**src/shared/amc_regs.svh**
```systemverilog
// Register offsets, field positions, reset values and timing counts
// Summary of operation
// - Writing 1 to core trigger resets core, registers and coefficients.
// - Writing 1 to register trigger restores registers, keeps coefficients.
// - Both reset triggers are write-only pulses that read back as 0.
// - Switch frequency field: 000 768k, 001 384k, 011 480k, 100 576k.
// - Bridge topology bit: 0 normal bridge-tied stereo, 1 parallel bridge.
// - Modulation field: 00 two-level differential, 01 single-sided, 10 hybrid.
// - Processor hold resets to 1; clearing it releases the audio processor.
// - Mute bit ramps both channels smoothly down, and up again when cleared.
// - Power state field: 00 deep sleep, 01 sleep, 10 Hi-Z, 11 play.
// - State and processor control register resets to 0x10.
`ifndef AMC_REGS_SVH
`define AMC_REGS_SVH
`define AMC_OFS_SOFT_RESET 8'h01
`define AMC_OFS_AMP_CFG 8'h02
`define AMC_OFS_STATE_CTRL 8'h03
`define AMC_OFS_PAGE_INC 8'h0F
`define AMC_RST_SOFT_RESET 8'h00
`define AMC_RST_AMP_CFG 8'h00
`define AMC_RST_STATE_CTRL 8'h10
`define AMC_RST_PAGE_INC 8'h00
`define AMC_CORE_RST_BIT 4
`define AMC_REGS_RST_BIT 0
`define AMC_SRST_KEEP_MSB 7
`define AMC_SRST_KEEP_LSB 5
`define AMC_FSW_MSB 6
`define AMC_FSW_LSB 4
`define AMC_TOPO_BIT 2
`define AMC_MOD_MSB 1
`define AMC_MOD_LSB 0
`define AMC_HOLD_BIT 4
`define AMC_MUTE_BIT 3
`define AMC_PSTATE_MSB 1
`define AMC_PSTATE_LSB 0
`define AMC_PAGE_INC_DIS_BIT 3
`define AMC_CLK_PERIOD_NS 40
`define AMC_RAMP_STEP_NS 20833
`define AMC_RAMP_STEP_CYCLES \
  ((`AMC_RAMP_STEP_NS + `AMC_CLK_PERIOD_NS - 1) / `AMC_CLK_PERIOD_NS)
`define AMC_ATTEN_MAX 8'hFF
`endif
```
**src/shared/amc_pkg.sv**
```systemverilog
// Types shared by the amplifier control registers
package amc_pkg;
  typedef enum logic [1:0] {
    amc_deep_sleep = 2'h0,
    amc_sleep = 2'h1,
    amc_hiz = 2'h2,
    amc_play = 2'h3
  } amc_pstate_e;
  typedef enum logic [1:0] {
    amc_two_level_differential_mod = 2'h0,
    amc_single_sided_pwm = 2'h1,
    amc_hybrid_mod = 2'h2,
    amc_mod_reserved = 2'h3
  } amc_mod_e;
  typedef enum {
    amc_ramp_steady,
    amc_ramp_down,
    amc_ramp_up
  } amc_ramp_e;
endpackage

```
**src/rtl/amc_ctrl_regs.sv**
```systemverilog
// Amplifier device control registers behind the control port
`include "amc_regs.svh"
module amc_ctrl_regs
  import amc_pkg::*;
#(
  parameter int RAMP_STEP_CYCLES = `AMC_RAMP_STEP_CYCLES
) (
  input wire logic mclk_in,
  input wire logic rst_in,
  input wire logic [7:0] reg_addr_in,
  input wire logic [7:0] reg_wdata_in,
  input wire logic reg_wr_in,
  input wire logic reg_rd_in,
  output logic [7:0] reg_rdata_out,
  output logic core_reset_out,
  output logic coef_clear_out,
  output logic [2:0] switch_freq_select_out,
  output logic [9:0] switch_freq_khz_out,
  output logic bridge_topology_select_out,
  output amc_mod_e modulation_scheme_select_out,
  output logic processor_hold_reset_out,
  output logic mute_req_out,
  output logic [7:0] mute_atten_out,
  output logic muted_out,
  output amc_pstate_e power_state_out,
  output logic page_inc_disable_out
);
  logic [2:0] srst_keep_reg;
  logic [7:0] amp_cfg_reg;
  logic [7:0] state_ctrl_reg;
  logic [7:0] page_inc_reg;
  logic core_pulse;
  logic regs_pulse;
  logic file_reset;
  logic wr_srst;
  logic wr_cfg;
  logic wr_state;
  logic wr_page;

  // Reserved codes give 0 so a bad host setting never looks like a rate
  function automatic logic [9:0] freq_khz(input logic [2:0] code);
    case (code)
      3'h0: freq_khz = 10'h300;
      3'h1: freq_khz = 10'h180;
      3'h3: freq_khz = 10'h1E0;
      3'h4: freq_khz = 10'h240;
      default: freq_khz = 10'h000;
    endcase
  endfunction

  assign wr_srst = reg_wr_in && reg_addr_in == `AMC_OFS_SOFT_RESET;
  assign wr_cfg = reg_wr_in && reg_addr_in == `AMC_OFS_AMP_CFG;
  assign wr_state = reg_wr_in && reg_addr_in == `AMC_OFS_STATE_CTRL;
  assign wr_page = reg_wr_in && reg_addr_in == `AMC_OFS_PAGE_INC;
  assign core_pulse = wr_srst && reg_wdata_in[`AMC_CORE_RST_BIT];
  assign regs_pulse = wr_srst && reg_wdata_in[`AMC_REGS_RST_BIT];
  assign file_reset = rst_in || core_pulse || regs_pulse;

  // Triggers are not stored, so they act once per write and read as 0
  always_ff @(posedge mclk_in) begin
    if (rst_in) begin
      core_reset_out <= 1'b0;
      coef_clear_out <= 1'b0;
    end else begin
      core_reset_out <= core_pulse;
      coef_clear_out <= core_pulse;
    end
  end

  always_ff @(posedge mclk_in) begin
    if (file_reset) begin
      srst_keep_reg <= 3'(`AMC_RST_SOFT_RESET >> `AMC_SRST_KEEP_LSB);
    end else if (wr_srst) begin
      srst_keep_reg <= reg_wdata_in[`AMC_SRST_KEEP_MSB:`AMC_SRST_KEEP_LSB];
    end
  end

  always_ff @(posedge mclk_in) begin
    if (file_reset) begin
      amp_cfg_reg <= `AMC_RST_AMP_CFG;
    end else if (wr_cfg) begin
      amp_cfg_reg <= reg_wdata_in;
    end
  end

  always_ff @(posedge mclk_in) begin
    if (file_reset) begin
      state_ctrl_reg <= `AMC_RST_STATE_CTRL;
    end else if (wr_state) begin
      state_ctrl_reg <= reg_wdata_in;
    end
  end

  always_ff @(posedge mclk_in) begin
    if (file_reset) begin
      page_inc_reg <= `AMC_RST_PAGE_INC;
    end else if (wr_page) begin
      page_inc_reg <= reg_wdata_in;
    end
  end

  always_ff @(posedge mclk_in) begin
    if (rst_in) begin
      reg_rdata_out <= 8'h00;
    end else if (reg_rd_in) begin
      case (reg_addr_in)
        `AMC_OFS_SOFT_RESET: reg_rdata_out <= {srst_keep_reg, 5'h00};
        `AMC_OFS_AMP_CFG: reg_rdata_out <= amp_cfg_reg;
        `AMC_OFS_STATE_CTRL: reg_rdata_out <= state_ctrl_reg;
        `AMC_OFS_PAGE_INC: reg_rdata_out <= page_inc_reg;
        default: reg_rdata_out <= 8'h00;
      endcase
    end
  end

  always_ff @(posedge mclk_in) begin
    if (rst_in) begin
      switch_freq_khz_out <= 10'h000;
    end else begin
      switch_freq_khz_out <=
        freq_khz(amp_cfg_reg[`AMC_FSW_MSB:`AMC_FSW_LSB]);
    end
  end

  assign switch_freq_select_out = amp_cfg_reg[`AMC_FSW_MSB:`AMC_FSW_LSB];
  assign bridge_topology_select_out = amp_cfg_reg[`AMC_TOPO_BIT];
  assign modulation_scheme_select_out =
    amc_mod_e'(amp_cfg_reg[`AMC_MOD_MSB:`AMC_MOD_LSB]);
  assign processor_hold_reset_out = state_ctrl_reg[`AMC_HOLD_BIT];
  assign mute_req_out = state_ctrl_reg[`AMC_MUTE_BIT];
  assign power_state_out =
    amc_pstate_e'(state_ctrl_reg[`AMC_PSTATE_MSB:`AMC_PSTATE_LSB]);
  assign page_inc_disable_out = page_inc_reg[`AMC_PAGE_INC_DIS_BIT];

  // The ramp belongs to the digital chain, so a core reset restarts it
  amc_ramp #(
    .STEP_CYCLES(RAMP_STEP_CYCLES)
  ) u_ramp (
    .mclk_in(mclk_in),
    .rst_in(rst_in || core_reset_out),
    .mute_req_in(mute_req_out),
    .atten_out(mute_atten_out),
    .muted_out(muted_out)
  );
endmodule

```
**src/rtl/amc_ramp.sv**
```systemverilog
// Soft mute volume ramp for both channels
`include "amc_regs.svh"
module amc_ramp
  import amc_pkg::*;
#(
  parameter int STEP_CYCLES = `AMC_RAMP_STEP_CYCLES
) (
  input wire logic mclk_in,
  input wire logic rst_in,
  input wire logic mute_req_in,
  output logic [7:0] atten_out,
  output logic muted_out
);
  amc_ramp_e state_reg;
  logic [15:0] tick_reg;
  logic tick;

  // One attenuation step per tick keeps the slope gentle enough to avoid pops
  assign tick = (tick_reg == 16'(STEP_CYCLES - 1));

  always_ff @(posedge mclk_in) begin
    if (rst_in || tick) begin
      tick_reg <= 16'h0000;
    end else begin
      tick_reg <= tick_reg + 16'h0001;
    end
  end

  always_ff @(posedge mclk_in) begin
    if (rst_in) begin
      state_reg <= amc_ramp_steady;
    end else begin
      case (state_reg)
        amc_ramp_steady: begin
          if (mute_req_in && atten_out != `AMC_ATTEN_MAX) begin
            state_reg <= amc_ramp_down;
          end else if (!mute_req_in && atten_out != 8'h00) begin
            state_reg <= amc_ramp_up;
          end
        end
        amc_ramp_down: begin
          if (!mute_req_in) begin
            state_reg <= amc_ramp_up;
          end else if (atten_out == `AMC_ATTEN_MAX) begin
            state_reg <= amc_ramp_steady;
          end
        end
        amc_ramp_up: begin
          if (mute_req_in) begin
            state_reg <= amc_ramp_down;
          end else if (atten_out == 8'h00) begin
            state_reg <= amc_ramp_steady;
          end
        end
        default: state_reg <= amc_ramp_steady;
      endcase
    end
  end

  always_ff @(posedge mclk_in) begin
    if (rst_in) begin
      atten_out <= 8'h00;
    // Steps follow the live request, so a reversal never takes a wrong step
    end else if (tick && state_reg == amc_ramp_down && mute_req_in &&
                 atten_out != `AMC_ATTEN_MAX) begin
      atten_out <= atten_out + 8'h01;
    end else if (tick && state_reg == amc_ramp_up && !mute_req_in &&
                 atten_out != 8'h00) begin
      atten_out <= atten_out - 8'h01;
    end
  end

  assign muted_out = (atten_out == `AMC_ATTEN_MAX);
endmodule

```
**config.mk**
```make
export PLATFORM = sky130hd
export DESIGN_NAME = amc_ctrl_regs
export DESIGN_NICKNAME = d
export VERILOG_FILES = /design/src/shared/amc_pkg.sv /design/src/rtl/amc_ctrl_regs.sv /design/src/rtl/amc_ramp.sv
export VERILOG_INCLUDE_DIRS = /design/src /design/src/shared
export SDC_FILE = /design/constraint.sdc
export NUM_CORES = 1
export LEC_CHECK = 0
export BUFFER_PORTS_ARGS = -buffer_cell sky130_fd_sc_hd__buf_2
export CAP_MARGIN = 20
export CORE_UTILIZATION = 53
export DETAILED_ROUTE_END_ITERATION = 6
export PLACE_DENSITY = 0.87
export SLEW_MARGIN = 20
export SYNTH_ARGS = -nofsm -noshare
export SYNTH_HDL_FRONTEND = slang
export SYNTH_HIERARCHICAL = 1
export SYNTH_SLANG_ARGS = --single-unit
export TNS_END_PERCENT = 50
```
**constraint.sdc**
```tcl
create_clock -name mclk_in -period 3.2 [get_ports mclk_in]
set_input_delay 0.16 -clock mclk_in [delete_from_list [all_inputs] [get_ports mclk_in]]
set_output_delay 0.16 -clock mclk_in [all_outputs]
set_load 0.02 [all_outputs]
```
# Word-level counts from Yosys, hierarchy flattened
# Cells that the tools add are included.
# op_classes
mux,11
reduce_logical,25
eq_ne,17
n_addsub,3
# op_table
op,n
2-to-1 mux 32 bit,6
case mux 32 bit (3 select lines),1
== test 32 x 2 -> 1 bit (second input constant),2
case mux 10 bit (4 select lines),1
== test 32 x 1 -> 1 bit (second input constant),1
== test 32 x 3 -> 1 bit (second input constant),1
zero test 32 bit,1
case mux 8 bit (4 select lines),1
adder 16 x 1 -> 16 bit (second input constant),1
== test 16 x 10 -> 1 bit (second input constant),1
== test 8 x 2 -> 1 bit (second input constant),2
2-to-1 mux 8 bit,2
logical AND 1 bit,14
adder 8 x 1 -> 8 bit (second input constant),1
== test 8 x 1 -> 1 bit (second input constant),1
== test 8 x 4 -> 1 bit (second input constant),1
== test 8 bit (second input constant),1
zero test 8 bit,1
inequality test 8 bit (second input constant),1
nonzero test 8 bit,1
subtractor 8 x 1 -> 8 bit (second input constant),1
logical OR 1 bit,4
== test 3 x 1 -> 1 bit (second input constant),1
== test 3 x 2 -> 1 bit (second input constant),1
other kinds (8),8
# word_totals
word_cells,66
ff_bits,102
inputBits,20

# Depth between registers and ports, before layout
# depth
ltp_word,6
depth_mapped,12

# Modules after synthesis
# The synthesis kept the hierarchy.
# modules_own_cells
module,area_per_inst_um2,instances,cells_per_inst,seq_area_each_um2
amc_ctrl_regs,1846.8,1,185,820.8
amc_ramp,1453.9,1,168,520.5

# Worst setup path after synthesis
# OpenSTA, ideal clock, no wires.
# synth_timing
path_kind,reg2reg
startpoint,reg u_ramp.atten_out[0]
endpoint,reg u_ramp.atten_out[7]
t_arrival_ns,2.627
synth_period_minus_slack_ns,2.750
path_slack_ns,0.450
n_path_buf,0
required_time_ns,3.077
setup_ns,0.123
path_stages_with_launch,11
path_cell_list,dfxtp_1 > nand4_1 > o2111ai_1 > nor2_1 > inv_1 > ha_1 > a211oi_1 > o211ai_1 > a21oi_1 > mux2i_1 > mux2_1
# synth_via
elab_chain_cells,3
elab_cells_between_ends,9
classes_between,add/sub: 2; eq/ne: 1; mux: 2; reduce/logical: 4
# synth_lines
element,line_no,text
start: declaration,amc_ramp.sv:11,"output logic [7:0] atten_out,"
start signal: assignment,amc_ramp.sv:66,atten_out <= atten_out + 8'h01;
start signal: assignment,amc_ramp.sv:69,atten_out <= atten_out - 8'h01;
subtractor 8 x 1 -> 8 bit (tied with other cells),amc_ramp.sv:69,
2-to-1 mux 8 bit (tied with other cells),amc_ramp.sv:67,end else if (tick && state_reg == amc_ramp_up && !mute_req_in &&
2-to-1 mux 8 bit or nonzero test 2 bit (tied branches),n/a,
# Several ways; a longest one is shown, not always the timed one. The select of a mux whose other input is x is not followed.
# A chain may end at the register's enable or synchronous reset.

# Final worst setup path
# Ends and elaborated chain as after synthesis.

==> reports/qor.csv <==
metric,value,unit
cts_sinks,67,
gr-total-overflow,0,
crit_chain,nand4_1 > o2111ai_1 > nor2_1 > inv_1 > ha_1 > a211oi_1 > o211ai_1 > a21oi_1 > mux2i_1 > mux2_1,
tightest_slew,814,ps
drc,0,
largest_reg_flops,16,
grt_usage,0.219,
drt_iter0_markers,155,
drt-pass1-iter-count,4,
slowest_stage,dfxtp_1,
post_cts_resized,0,
grt_start_max_net_pins,28,
ios,60,
start_util,0.554,
crit_required,3430,ps
combPwrFrac,0.047,
grt_pass1_wl,10.9,mm
final_common_cell,dfxtp_1,
yosysWarnings,6,
post_cts_buffers,0,
coreArea,5960,sq um
hold_buffers,0,
final.setup.tns,0,ps
whs,96.7,ps
syn_to_final_growth,12.0,%
powerDensity,435,nW/um^2
drv_cap,0,
crit_fanout,7,
clockPowerShare,0.428,
hold_class,in2reg,
critPathLaunchType,flip-flop,
synth_compound_area_frac,0.114,
place_congestion,0.890,
synthDistinctLibCells,56,
drive_above_1_share,0.221,
slew_violations,0,
async_flop_share,0,
clock_latency,340,ps
utilization,0.621,
swShare,0.228,
total_power,0.00161,W
synth_top_family_by_area,simple AND/OR/NAND/NOR gates,
final_nets,426,
crit_type,reg2reg,
path_clk_slew,70,ps
cts_tree,yes,
synth-edff-count,0,
io_buffers,54,
synth-seq-cells,67,
ys.flop_type,dfxtp_1,
yosys.area_share.xor_xnor,0.0451,
max_freq,331,MHz
crit_path_end_kind,flip-flop,
slew_headroom,0.450,
cp_slowest_stage_delay,480,ps
clock_skew,5.36,ps
netlist_area,3300,sq um
ant_nets,0,
final_cell_mix,"dfxtp_1 (67), nor2_1 (59), buf_2 (54)",
die-area,6550,sq um
ir_worst_vdd,0.000358,V
clk_path_buf_depth,2,
fin_ws,177,ps
setup_violations,0,
synthCells,353,
die_x,80.9,um
post-route-period-util,0.945,
yosysSeqAreaShare,0.406,
die_h,80.9,um
synthSimpleGateAreaFrac,0.201,
cp.arrival,3250,ps
synthMuxAreaShare,0.122,
wirelength,6.65,mm
antenna_found_initial,0,
p_switching,0.000366,W
period_needed,3020,ps
hold_viol_final,0,
vias_per_cell,5.48,
cts_root_buffer,clkbuf_8,
num_vias,2615,
synthAdderAreaFrac,0.0364,
placementRows,28,
internal_power,0.00124,W
avgSynthCellArea,9.35,sq um
p_seq_frac,0.525,
grt_pass1_vias,2406,
rsz0062_at_grt,no,
cts_buffers,9,
pre_cts_ws,260,ps
htreeDepth,3,
status,"finished, final reports clean",
leakagePower,1.50,nW
n_antenna_cell,0,
hpwlAfterDp,4.85,mm
avgRoutedWirePerCell,13.9,um
## synth_stat cells, drive strengths merged (6+ instances only)
cell type / count / area (sq um)
nand3: 6 / 30.0
ha: 8 / 100
inv: 14 / 52.6
nand4: 7 / 50.1
nand2: 14 / 52.6
nor3: 6 / 41.3
nor2: 61 / 234
mux2i: 38 / 380
dfxtp: 67 / 1340
o21ai: 18 / 90.1
a22o: 6 / 52.6
buf: 23 / 176
a21oi: 11 / 66.3
xnor2: 13 / 114
## per-stage QoR
step | area, sq um | std cells
2_1_floorplan | 3320 | 357
3_3_place_gp | 3500 | 461
3_5_place_dp | 3500 | 461
4_1_cts | 3700 | 477
5_1_grt | 3700 | 477
6_report | 3700 | 477
## kinds of logic after synthesis
logic type / after synthesis
AO/OA/AOI/OAI: 54
AND/OR/NAND/NOR: 124
other: 1
flip-flops: 67
buffers and inverters: 41
XOR/XNOR: 17
adder cells (fa/ha/maj): 9
multiplexers: 40
## worst paths after layout
check	end	cells past startpoint	slack (ps)	start
worst max-delay path	u_ramp/atten_out[7]$_SDFFE_PP0P_	10	180	u_ramp/atten_out[0]$_SDFFE_PP0P_
worst min-delay path	state_ctrl_reg[1]$_SDFFE_PP0P_	3	100	reg_wdata_in[1]
worst max register to register	u_ramp/atten_out[7]$_SDFFE_PP0P_	10	180	u_ramp/atten_out[0]$_SDFFE_PP0P_
worst min register to register	reg_rdata_out[7]$_SDFFE_PP0P_	2	470	reg_rdata_out[7]$_SDFFE_PP0P_
## power by group through the flow
| stage | Sequential, W | Clock [W] | Combinational (W) |
|---|---|---|---|
| after floorplan | 0.000862 | 0 | 0.0000581 |
| after global placement | 0.000862 | 0 | 0.0000739 |
| after detailed placement | 0.000862 | 0 | 0.0000752 |
| after CTS | 0.000843 | 0.000701 | 0.0000756 |
| after global routing | 0.000844 | 0.000740 | 0.0000833 |
| final | 0.000843 | 0.000688 | 0.0000758 |
## per-layer routing
metal	up-vias	share of wire	global-route usage
met5	-	0	0
met4	0	0.013	0.0804
met3	9	0.036	0.0528
met2	55	0.50	0.380
met1	1245	0.45	0.262
li1	1306	-	-
## critical path, delay by kind of cell (launching register included)
| family | cells | cell delay (ps) |
|---|---|---|
| AO/OA/AOI/OAI | 4 | 1010 |
| multiplexers | 2 | 560 |
| flip-flops | 1 | 480 |
| AND/OR/NAND/NOR | 2 | 340 |
| adder cells (fa/ha/maj) | 1 | 300 |
| buffers and inverters | 1 | 230 |
## layout make-up
type                            count  area (sq um)
Fill cell                         501          2260
Multi-Input combinational cell    249          1730
Sequential cell                    67          1340
Timing Repair Buffer               56           285
Clock buffer                       11           141
Tap cell                           75          93.8
Clock inverter                      5          52.6
Inverter                           14          52.6
Note: power is estimated with default switching activity, not from simulation.
